==> config.mk <==
export PLATFORM = sky130hd
export DESIGN_NAME = asf_status_flags
export DESIGN_NICKNAME = d
export VERILOG_FILES = /design/src/asf_pkg.sv /design/src/asf_clip.sv /design/src/asf_status_flags.sv
export VERILOG_INCLUDE_DIRS = /design/src
export SDC_FILE = /design/constraint.sdc
export NUM_CORES = 1
export LEC_CHECK = 0
export BUFFER_PORTS_ARGS = -buffer_cell sky130_fd_sc_hd__clkbuf_2
export CORE_MARGIN = 2
export CORE_UTILIZATION = 45
export DETAILED_ROUTE_END_ITERATION = 16
export HOLD_SLACK_MARGIN = 0.06
export PLACE_DENSITY = 0.71
export SYNTH_ARGS = -nofsm -noshare
export SYNTH_HDL_FRONTEND = slang
export SYNTH_SLANG_ARGS = --single-unit
==> constraint.sdc <==
create_clock -name clk -period 13.8 [get_ports clk]
set_input_delay 0.69 -clock clk [delete_from_list [all_inputs] [get_ports clk]]
set_output_delay 0.69 -clock clk [all_outputs]
set_load 0.01 [all_outputs]
==> src/asf_regs.svh <==
// Register offsets, field positions, codes and reset values of the status flags block
`ifndef ASF_REGS_SVH
`define ASF_REGS_SVH
`define ASF_ADDR_STATUS 4'h0
`define ASF_ADDR_IRQ_STAT 4'h1
`define ASF_ADDR_IRQ_CLR 4'h2
`define ASF_ADDR_IRQ_EN 4'h3
`define ASF_ADDR_RATE_VLD 4'h4
`define ASF_BIT_RDY 0
`define ASF_BIT_MBUSY 1
`define ASF_PD_LSB 2
`define ASF_RATE_LSB 4
`define ASF_BIT_AOR 8
`define ASF_BIT_DOR 9
`define ASF_BIT_GOR 10
`define ASF_PD_CONV 2'h0
`define ASF_PD_SLEEP 2'h1
`define ASF_PD_STBY 2'h2
`define ASF_PD_RST 2'h3
`define ASF_SEQ_MODE1 2'h1
`define ASF_GAIN_MAX 32'hffff_ffff
`define ASF_GAIN_RST 32'h8000_0000
`define ASF_DATA_MAX 24'h7f_ffff
`define ASF_DATA_MIN 24'h80_0000
`define ASF_IRQ_W 4
`define ASF_IRQ_RDY 0
`define ASF_IRQ_DOR 1
`define ASF_IRQ_AOR 2
`define ASF_IRQ_GOR 3
`define ASF_ZERO24 24'h00_0000
`define ASF_ZERO4 4'h0
`endif

==> src/asf_pkg.sv <==
// Types shared by the status flags block
package asf_pkg;
	typedef struct packed {
		logic [3:0] addr;
		logic [23:0] wdata;
		logic wr;
		logic rd;
	} asf_bus_type;
	typedef struct packed {
		logic valid;
		logic [25:0] raw;
		logic [3:0] rate;
	} asf_result_type;
endpackage

==> src/asf_clip.sv <==
// Clips a raw conversion word to the 24-bit two's complement range
`include "asf_regs.svh"
module asf_clip
	import asf_pkg::*;
(
	input wire logic [25:0] raw,
	output logic [23:0] clipped,
	output logic over
);
	always_comb
	begin
		if (raw[25] == 1'b0 && raw[24:23] != 2'b00)
		begin
			clipped = `ASF_DATA_MAX;
			over = 1'b1;
		end
		else if (raw[25] == 1'b1 && raw[24:23] != 2'b11)
		begin
			clipped = `ASF_DATA_MIN;
			over = 1'b1;
		end
		else
		begin
			clipped = raw[23:0];
			over = 1'b0;
		end
	end
endmodule

==> src/asf_status_flags.sv <==
// Status flags of a delta-sigma converter: overrange, rate, power state, busy, ready
//
// Added by the designer: the address map and the plain strobed port.
`include "asf_regs.svh"
module asf_status_flags
	import asf_pkg::*;
(
	input wire logic clk,
	input wire logic rst_n,
	input wire asf_bus_type bus,
	output logic [23:0] rdata,
	input wire asf_result_type result,
	input wire logic [1:0] seq_mode,
	input wire logic data_read_done,
	input wire logic data_read_partial,
	input wire logic [1:0] power_state,
	input wire logic conv_active,
	input wire logic cal_active,
	input wire logic mod_sample_vld,
	input wire logic [23:0] mod_input_mag,
	input wire logic [7:0] pga_gain,
	input wire logic [23:0] ref_mag,
	input wire logic gain_cal_done,
	input wire logic [32:0] gain_cal_coef,
	output logic [31:0] gain_coef,
	output logic [23:0] data_out,
	output logic result_ready_pin,
	output logic irq
);
	typedef struct packed {
		logic [23:0] rdata;
		logic [23:0] data;
		logic [31:0] gain;
		logic rdy;
		logic mbusy;
		logic [1:0] pd;
		logic [3:0] rate;
		logic rate_vld;
		logic analog_overrange_flag;
		logic digital_overrange_flag;
		logic gor;
		logic [3:0] irq_stat;
		logic [3:0] irq_en;
		logic irq;
		logic rdy_pin;
	} asf_state_type;

	asf_state_type st_ff;
	asf_state_type nxt_st;
	logic [23:0] clipped;
	logic clip_over;
	logic [3:0] events;
	logic [31:0] gained;

	asf_clip u_clip
	(
		.raw(result.raw),
		.clipped(clipped),
		.over(clip_over)
	);

	// Magnitude times gain, widened so a large gain cannot wrap
	function automatic logic [31:0] asf_gain_mul(input logic [23:0] mag, input logic [7:0] g);
		asf_gain_mul = {8'h00, mag} * {24'h00_0000, g};
	endfunction

	function automatic logic [23:0] asf_status_word(input asf_state_type s);
		logic [23:0] w;
		w = `ASF_ZERO24;
		w[`ASF_BIT_RDY] = s.rdy;
		w[`ASF_BIT_MBUSY] = s.mbusy;
		w[`ASF_PD_LSB +: 2] = s.pd;
		w[`ASF_RATE_LSB +: 4] = s.rate;
		w[`ASF_BIT_AOR] = s.analog_overrange_flag;
		w[`ASF_BIT_DOR] = s.digital_overrange_flag;
		w[`ASF_BIT_GOR] = s.gor;
		asf_status_word = w;
	endfunction

	assign gained = asf_gain_mul(mod_input_mag, pga_gain);

	always_comb
	begin
		nxt_st = st_ff;
		events = `ASF_ZERO4;
		nxt_st.pd = power_state;
		nxt_st.mbusy = conv_active | cal_active;
		if (mod_sample_vld)
		begin
			// Gained level against reference; flag follows the latest sample
			nxt_st.analog_overrange_flag = gained > {8'h00, ref_mag};
			events[`ASF_IRQ_AOR] = nxt_st.analog_overrange_flag;
		end
		if (gain_cal_done)
		begin
			nxt_st.gor = gain_cal_coef[32];
			nxt_st.gain = gain_cal_coef[32] ? `ASF_GAIN_MAX : gain_cal_coef[31:0];
			events[`ASF_IRQ_GOR] = gain_cal_coef[32];
			nxt_st.rate = result.rate;
			nxt_st.rate_vld = 1'b1;
		end
		if (data_read_done)
		begin
			nxt_st.rate_vld = 1'b0;
			nxt_st.rdy = 1'b0;
		end
		// Partial reads never touch ready
		if (data_read_partial && !data_read_done)
		begin
			nxt_st.rdy = st_ff.rdy;
		end
		if (result.valid)
		begin
			nxt_st.data = clipped;
			nxt_st.digital_overrange_flag = clip_over;
			events[`ASF_IRQ_DOR] = clip_over;
			nxt_st.rate = result.rate;
			nxt_st.rate_vld = 1'b1;
			// In mode 1 a new result wins over a clearing read in the same cycle
			if (seq_mode == `ASF_SEQ_MODE1)
			begin
				nxt_st.rdy = 1'b1;
				events[`ASF_IRQ_RDY] = 1'b1;
			end
		end
		nxt_st.rdy_pin = nxt_st.rdy;
		if (bus.wr && bus.addr == `ASF_ADDR_IRQ_CLR)
		begin
			nxt_st.irq_stat = st_ff.irq_stat & ~bus.wdata[`ASF_IRQ_W-1:0];
		end
		if (bus.wr && bus.addr == `ASF_ADDR_IRQ_EN)
		begin
			nxt_st.irq_en = bus.wdata[`ASF_IRQ_W-1:0];
		end
		// Set beats clear
		nxt_st.irq_stat = nxt_st.irq_stat | events;
		nxt_st.irq = |(nxt_st.irq_stat & nxt_st.irq_en);
		nxt_st.rdata = `ASF_ZERO24;
		if (bus.rd)
		begin
			unique case (bus.addr)
				`ASF_ADDR_STATUS: nxt_st.rdata = asf_status_word(st_ff);
				`ASF_ADDR_IRQ_STAT: nxt_st.rdata = {20'h0_0000, st_ff.irq_stat};
				`ASF_ADDR_IRQ_EN: nxt_st.rdata = {20'h0_0000, st_ff.irq_en};
				`ASF_ADDR_RATE_VLD: nxt_st.rdata = {23'h00_0000, st_ff.rate_vld};
				default: nxt_st.rdata = `ASF_ZERO24;
			endcase
		end
	end

	always_ff @(posedge clk)
	begin
		if (!rst_n)
		begin
			st_ff <= '0;
			st_ff.pd <= `ASF_PD_STBY;
			st_ff.gain <= `ASF_GAIN_RST;
		end
		else
		begin
			st_ff <= nxt_st;
		end
	end

	assign rdata = st_ff.rdata;
	assign gain_coef = st_ff.gain;
	assign data_out = st_ff.data;
	assign result_ready_pin = st_ff.rdy_pin;
	assign irq = st_ff.irq;
endmodule

# After elaboration in Yosys (flattened, before gate mapping)
# Index checks and enable logic that the tools add are counted.
# totals
reg_bits	101
input_bits	162
# op_classes
n_mux	19
order_cmp	1
n_reduce_logical	12
bitwise_logic	6
mul	1
eq_ne	6
# ops
cell	n
$mux 24	2
$pmux 11 s4	1
$gt 32x24->1	1
$mul 24x8->32	1
$mux 32	1
$mux 1	10
$mux 5	2
$and 4x4->4	2
$eq 4x2->1 const B	2
$mux 4	2
$logic_and 1x1->1	5
$eq 4x1->1 const B	1
$eq 4x3->1 const B	1
$logic_not 4->1	1
$not 4->4	1
$or 4x4->4	1
$reduce_bool 2->1	2
$reduce_or 4->1	1
$reduce_bool 3->1	1
$eq 2x1->1 const B	1
$mux 2	1
$ne 2x2->1 const B	1
$reduce_and 2->1	1
$logic_not 1->1	1
2 further kinds	2

# Logic depth before layout (Yosys ltp)
# Gate-level depths: netlist (run 1).
# logic_depth
ltp_word	8
mapped_depth	28
depth_no_buf	27

# Modules after synthesis
# Synthesis (run 1) repeated with hierarchy kept, for this count alone.
# unflattened
cells_unflattened	1258
hier_area_um2	11086.9
# modules_own_cells
module	instances	area_each_um2	cells_each
asf_status_flags	1	10553.9	1172
asf_clip	1	533.0	86

# Least setup slack after synthesis (run 1)
# OpenSTA, ideal clock, no wires.
# synth_timing
kind	input to register
from	in pga_gain[5]
to	reg st_ff (netlist bit irq)
t_arrival_ns	6.600
required_time_ns	13.658
n_path_buf	1
cell_stages	26
setup_time_ns	0.142
slack_ns	7.058
path_cell_list	clkbuf_1 > nand2_1 > fa_1 > fa_1 > inv_1 > fa_1 > inv_1 > fa_1 > inv_1 > ha_1 > nor2b_1 > a311o_2 > a41o_1 > or2_1 > a21oi_1 > nor2_1 > nor2_1 > xnor2_1 > ha_1 > nor2b_1 > o21ai_0 > o21ai_0 > or3_1 > a221oi_2 > nor4b_4 > a41oi_1
# synth_via
elab_chain_len	6
# synth_lines
element	line	source
start, declared	asf_status_flags.sv:21	input wire logic [7:0] pga_gain,
$mul 24x8->32	asf_status_flags.sv:64	asf_gain_mul = {8'h00, mag} * {24'h00_0000, g};
$gt 32x24->1	asf_status_flags.sv:91	nxt_st.analog_overrange_flag = gained > {8'h00, ref_mag};
$mux 1	asf_status_flags.sv:88	if (mod_sample_vld)
$or 4x4->4	asf_status_flags.sv:136	nxt_st.irq_stat = nxt_st.irq_stat | events;
$and 4x4->4	asf_status_flags.sv:137	nxt_st.irq = |(nxt_st.irq_stat & nxt_st.irq_en);
$reduce_or 4->1	asf_status_flags.sv:137	
end signal, assigned	asf_status_flags.sv:161	st_ff <= nxt_st;
end, declared	asf_status_flags.sv:48	asf_state_type st_ff;
# Every way passes these cells.
# A chain may end at the register's enable or synchronous reset.

# Worst setup path after layout (run 1)
# Ends and elaborated chain as after synthesis.

==> summary.txt, run 1 <==
Finish
  • Final non-filler cell total: between 1500 and 2000
  • Final-layout fill cell count: between 2000 and 2500
  • Share of cells above drive strength 1: 18.5%
  • Area Overhead vs Synth: 9.46%
  • Fin util: 50.4%
  • ANT cells: 0
  • Nets: 1713

Global routing
  • Number of global-route vias before repair: roughly 8500
  • Global-route wire length before repair: around 40000 um
  • M3 GR Usage: 2.22%
  • Met1 Use GR: roughly a quarter
  • GRT busiest layer: met2
  • Grt met2 use: a little over a third
  • Initial antenna violation count: 0
  • Largest net degree at the start of global routing: 42
  • Global route overflow: 0
  • Global-route usage over all layers: approximately a fifth

CTS
  • Cts hold-fix bufs: 0
  • Worst-case clock buffer depth: 2
  • Root Buffer: clkbuf_16
  • CTS tree: done
  • CTS Sinks: 88
  • Clock-pin transition on the worst setup and hold timing paths: 0.07 ns
  • Cts repair resizes: 0
  • Post-CTS Setup Inserts: 0
  • Number of buffers created by CTS: 9
  • Worst skew pair latency: around 0.34 ns
  • Htree depth: 3

Drt
  • Drt initial violations: between 500 and 600
  • Routed wire per std cell: about 15 um
  • DRC Markers: 0
  • Total Wirelength: around 24000 um
  • Vias: 8439
  • First-pass detailed-route iteration total: 5
  • Antenna Violating Nets Remaining: 0
  • Vias per cell: between 5 and 6

Synth
  • Dominant synthesized flop cell: dfxtp_1
  • Ranking of synthesized cells by area: fa_1, dfxtp_1, ha_1
  • Synth Register Bits: 88
  • Syn_area_per_cell: ~8.5 sq um
  • Yosys cell types: 67
  • Yosys top cell area share: between 20% and 30%
  • Ys Warns: 0
  • Post-synth ARST share: 0%
  • Yosys top cell by area: fa_1
  • Synthesized instance count: 1239
  • Post-synth EDFFs: 0
  • Post-Syn Area: 10500 sq um
  • Seq/Total Area, Yosys: ~17%

STA
  • Worst-margin pin slew: ~1.3 ns
  • Final hold violations: 0
  • Setup_tns: 0 ns
  • Worst Skew: around 0.007 ns
  • RSZ-0062 raised after global routing: false
  • Worst slew margin: 9.86%
  • Fmax: ~140 MHz
  • Minimum clock period: ~7.0 ns
  • Tcrit/Tclk final: between 50% and 60%
  • Final Slew Violations: 0
  • Finish-stage setup viols: 0

Floorplan
  • Chip Height: approximately 160 um
  • Die area: roughly 25000 sq um
  • Starting density of the core: a little under half
  • IO Pins: 244
  • Area of the core: approximately 23000 sq um
  • Die width: 157 um
  • Row cnt: 55

Setup path
  • Worst path arrival time: 7.24 ns
  • Top cell by count, worst path: fa_1
  • Critical path startpoint category: input port
  • Reg2Reg Setup Slack: 12.52 ns
  • Nature of the critical path endpoint: flip-flop
  • Top Family by Delay on Critical Path: adder cells
  • Worst r2r src: st_ff[2]$_SDFF_PN0_
  • Biggest cell delay along the critical path: roughly 0.56 ns
  • Data required time of the worst path: roughly 14 ns
  • Crit path buf inv count: 4
  • Critical-path top delay cell: fa_1
  • Crit path max fanout: 24
  • Cells on worst reg2reg path: 5
  • Critical path class: input port to flip-flop
  • RR Endpoint: irq$_SDFF_PN0_

Power
  • PD cells: 176 nW/um^2
  • Pleak: around 5.7 nW
  • Peak VDD IR: roughly 120 uV

Hold path
  • WHS Path Cells: 2
  • Hold Crit Class: flip-flop to flip-flop
  • Worst Hold Path EP: st_ff[14]$_SDFFE_PN0P_
  • HP Start: st_ff[14]$_SDFFE_PN0P_

Run
  • # Max-Cap Violations: 0

Place
  • HPWL Detailed: 19300 um
  • Placer congestion estimate: ~0.83
  • IO Port Bufs: about 210
  • Inst Count DP: around 1600

Outcome
  • Outcome: finished, final reports clean
how the worst max path moves through the flow:
stage	from	endpoint	slack, ns	cells after the start
6_report	pga_gain[5]	irq$_SDFF_PN0_	6.76	26
3_5_place_dp	pga_gain[5]	irq$_SDFF_PN0_	6.42	26
5_1_grt	pga_gain[5]	irq$_SDFF_PN0_	6.39	26
4_1_cts	pga_gain[5]	irq$_SDFF_PN0_	6.75	26
3_3_place_gp	pga_gain[5]	irq$_SDFF_PN0_	6.44	24
2_1_floorplan	pga_gain[5]	irq$_SDFF_PN0_	7.06	26
layout by cell type, fill, tap and decap left out, types with 16 or more instances in the layout:
| master | n |
|---|---|
| dfxtp_1 | 88 |
| a21oi_1 | 71 |
| fa_1 | 132 |
| nand2b_1 | 30 |
| nor2_1 | 76 |
| clkbuf_2 | 209 |
| o21ai_0 | 50 |
| xnor2_1 | 16 |
| inv_1 | 166 |
| o22ai_1 | 34 |
| and2_1 | 141 |
| nand2_1 | 96 |
| ha_1 | 76 |
Yosys cell counts (2+ instances only):
library cell,n
a211oi_1,6
a21boi_0,2
a21o_1,8
a21oi_1,71
a21oi_2,3
a22oi_1,5
a31oi_1,9
a41o_1,2
and2_1,141
and3_1,5
buf_2,6
buf_4,81
clkbuf_1,40
dfxtp_1,88
fa_1,132
ha_1,76
inv_1,166
mux2_2,4
mux2i_1,3
nand2_1,96
nand2b_1,30
nand3_1,11
nand3b_1,2
nand4_1,9
nand4b_1,2
nor2_1,76
nor2b_1,7
nor3_1,8
o21a_1,6
o21ai_0,50
o21ai_1,5
o22ai_1,34
xnor2_1,16
xor2_1,6
worst min-delay path: stages, from the launching register on:
cell	delay, ns
dfxtp_1	0.31
nand2_1	0.05
a21oi_1	0.05
flip-flops by register name (all words and copies together) (netlist names):
name	count
data_out	24
gain_coef	32
result_ready_pin	1
rdata	11
irq	1
st_ff	19
layer usage:
metal / part of all wire, % / wire length [um]
met4: 1.7 / 412
met2: 51 / 12300
met5: 0 / 0
met3: 4.1 / 989
met1: 44 / 10700
logic make-up (layout without fill, tap and decap cells):
family                   Yosys count  in the layout  synth area share, %
XOR/XNOR                          22             22                 1.84
buffers and inverters            296            393                 13.6
adder cells (fa/ha/maj)          208            208                 34.3
AND/OR/NAND/NOR                  395            395                 19.6
other                              1             13               0.0358
flip-flops                        88             88                 16.8
multiplexers                       7              7                0.716
AO/OA/AOI/OAI                    222            222                 13.2
final cells by class:
cell class	instances	area [sq um]	share of cell area [%]
Timing Repair Buffer	210	1050	9.18
Inverter	167	627	5.46
Tap cell	313	392	3.41
Sequential cell	88	1760	15.3
Clock inverter	7	73.8	0.643
Clock buffer	9	225	1.96
Multi-Input combinational cell	867	7350	64.0
metrics by stage:
stage	hold slack (ns)	power (mW)	setup slack, ns	instance area (sq um)
finish	0.449	2.02	6.76	11500
global route	0.470	2.24	6.39	11500
CTS	0.451	2.03	6.75	11500
detailed placement	0.443	1.78	6.42	11200
global placement	0.436	1.74	6.44	11200
floorplan	0.424	1.48	7.06	10500
report_power, final:
part           leakage (nW)  internal [mW]  switching, mW
registers             0.727          0.269        0.00737
logic                  4.80          0.641          0.861
clock network         0.140          0.128          0.111
total                  5.67           1.04          0.980
Note: power is estimated with default switching activity, not from simulation.
==> inputs of run 2 (changes only) <==
- PLACE_DENSITY: 0.71 -> 0.73
- clock period: 13.8 -> 6.1 ns (I/O delays scaled with it)
==> run 2 against run 1 <==
Against the previous run: sequential share of layout area decreased by 1.1 points; register-to-register slack got worse by 7.8 ns; final cell count increased by 4.8%; first-iteration DRC count decreased by 14%; cell area increased by 7.4%.
==> summary.txt, run 2 (same netlist as run 1, synthesis figures left out) <==
Setup path
  • Worst path arrival time: 6.09 ns (-1.15 ns)
  • Nature of the critical path endpoint: flip-flop
  • Worst r2r src: st_ff[2]$_SDFF_PN0_
  • Data required time of the worst path: 6.30 ns (-7.70 ns)
  • Crit path max fanout: 5 (-79%)
  • Reg2Reg Setup Slack: 4.75 ns (-7.77 ns)
  • Critical path class: input port to flip-flop
  • Cells on worst reg2reg path: 5 (unchanged)
  • RR Endpoint: irq$_SDFF_PN0_
  • Critical path startpoint category: input port

Floorplan
  • Die width: 157 um (unchanged)
  • Chip Height: 157 um (unchanged)
  • Area of the core: 22800 sq um (unchanged)
  • Row cnt: 55 (unchanged)
  • Starting density of the core: 46.0% (unchanged)
  • IO Pins: 244 (unchanged)
  • Die area: 24500 sq um (unchanged)

Place
  • Placer congestion estimate: 0.829 (-0.16%)
  • Inst Count DP: 1722 (+4.7%)
  • Placed inst area: 11800 sq um (+5.4%)
  • HPWL Detailed: 21000 um (+8.8%)
  • IO Port Bufs: 209 (unchanged)

STA
  • Minimum clock period: 5.89 ns
  • Worst Skew: 0.00301 ns (-0.00401 ns)
  • Final hold violations: 0 (unchanged)
  • Tcrit/Tclk final: between 90% and 100%
  • Worst slew margin: 16.8% (+7.0 points)
  • Fmax: about 170 MHz
  • Finish-stage setup viols: 0 (unchanged)
  • Setup_tns: 0 ns (unchanged)
  • Final Slew Violations: 0 (unchanged)
  • Worst-margin pin slew: 1.25 ns (-0.104 ns)

Finish
  • Nets: 1793 (+4.7%)
  • Final non-filler cell total: 1741 (+4.8%)
  • Number of flip-flops under the largest register name: 32 (unchanged)
  • Area Overhead vs Synth: 17.5%
  • Cell area after layout: 12300 sq um (+7.4%)
  • Final-layout fill cell count: 2101 (-4.7%)
  • Share of cells above drive strength 1: 24.5% (+6.0 points)
  • ANT cells: 0 (unchanged)
  • Most frequent cells in the layout: clkbuf_2, inv_1, and2_1, fa_1, nand2_1
  • Most common cell after layout, fill and taps aside: clkbuf_2
  • Reg area: 1760 sq um (unchanged)
  • Multi-input logic area: 7500 sq um (+2.1%)

Hold path
  • Worst Hold Path EP: st_ff[19]$_SDFF_PN1_
  • HP Start: power_state[1]
  • WHS Path Cells: 2 (unchanged)
  • Hold Crit Class: input port to flip-flop

Outcome
  • Outcome: finished, final reports clean

Power
  • Peak VDD IR: 254 uV (+110%)
  • Pleak: 6.12 nW (+8.0%)
  • PD cells: 436 nW/um^2 (+150%)
  • Final total power: 5.37 mW (+170%)

CTS
  • CTS tree: done
  • Clock-pin transition on the worst setup and hold timing paths: 0.06 ns (about the same)
  • Worst skew pair latency: 0.34 ns (about the same)
  • Root Buffer: clkbuf_16
  • Cts hold-fix bufs: 0 (unchanged)
  • CTS Sinks: 88 (unchanged)
  • Worst-case clock buffer depth: 2 (unchanged)
  • Htree depth: 3 (unchanged)
  • Number of buffers created by CTS: 9 (unchanged)

Global routing
  • Largest net degree at the start of global routing: 60 (+43%)
  • Global-route usage over all layers: 21.4% (+1.2 points)
  • Global route overflow: 0 (unchanged)
  • Initial antenna violation count: 0 (unchanged)
  • Global-route wire length before repair: 42500 um (+5.0%)
  • Number of global-route vias before repair: 9094 (+6.7%)

Drt
  • DRC Markers: 0 (unchanged)
  • Antenna Violating Nets Remaining: 0 (unchanged)
  • First-pass detailed-route iteration total: 5 (unchanged)
  • Drt initial violations: 482 (-14%)
  • Vias: 8788 (+4.1%)
  • Vias per cell: 5.05 (-0.65%)
  • Total Wirelength: 25500 um (+4.7%)
  • Routed wire per std cell: 14.6 um (-0.14%)

Run
  • # Max-Cap Violations: 0 (unchanged)
run 2: cell count changes in the layout (fill, tap and decap cells not counted), moves of 5 or more:
cell,change
buf_4,+84
clkbuf_2,-9
ha_1,-7
ha_4,+5
run 2: where the power goes:
part	internal [mW]	total [mW]	switching (mW)	leakage [nW]
Clock	0.405	0.646	0.240	0.171
Combinational	1.95	4.10	2.15	5.23
Sequential	0.609	0.626	0.0171	0.727
Total	2.97	5.37	2.40	6.12
run 2: stage by stage:
step	hold slack, ns	util (%)	worst slack, ns
6_report	0.156	54.1	0.214
5_1_grt	0.147	54.1	-0.0511
4_1_cts	0.145	53.3	0.0328
3_5_place_dp	0.443	51.7	-0.312
3_3_place_gp	0.435	51.7	-0.210
2_1_floorplan	0.383	-	0.0316
run 2: critical path, stage by stage:
cell and delay [ns]:
buf_4 0.12, nand2_2 0.06, fa_1 0.50, fa_1 0.54, inv_1 0.06, fa_1 0.53
inv_1 0.05, fa_1 0.49, inv_2 0.05, ha_4 0.21, nor2b_1 0.12, a311o_2 0.38
a41o_1 0.26, or2_4 0.25, xor2_1 0.15, ha_1 0.29, a21o_1 0.19, a2111oi_4 0.37
a211oi_2 0.14, or3_1 0.34, a221oi_2 0.24, nor4b_4 0.30, a41oi_2 0.15
run 2: repair_timing:
item / 4_1_cts / 5_1_grt
setup endpoints to repair: 0 / 3
resized for setup: 0 / 54
buffers inserted: 0 / 3
run 2: worst max path at each step:
stage	slack [ns]	to	from	depth (start not counted)
6_report	0.21	irq$_SDFF_PN0_	mod_input_mag[3]	23
5_1_grt	-0.05	irq$_SDFF_PN0_	mod_input_mag[3]	23
4_1_cts	0.03	irq$_SDFF_PN0_	pga_gain[4]	24
3_5_place_dp	-0.31	irq$_SDFF_PN0_	pga_gain[4]	24
3_3_place_gp	-0.21	irq$_SDFF_PN0_	pga_gain[4]	24
2_1_floorplan	0.03	irq$_SDFF_PN0_	pga_gain[7]	26
run 2: routing by layer:
| metal | track usage (%) | vias to the layer above | share of wire (%) |
|---|---|---|---|
| met4 | 6.12 | 0 | 2.1 |
| met2 | 38.5 | 204 | 51 |
| met1 | 26.5 | 4290 | 42 |
| met3 | 3.38 | 48 | 4.1 |
| met5 | 0 | - | 0 |
| li1 | - | 4246 | - |
run 2: layout make-up:
type	instances	area share [%]
inverter	167	5.08
timing repair buffer	290	13.8
clock buffer	9	1.83
tap	313	3.18
clock inverter	7	1.01
sequential	88	14.3
multi-input combinational	867	60.8
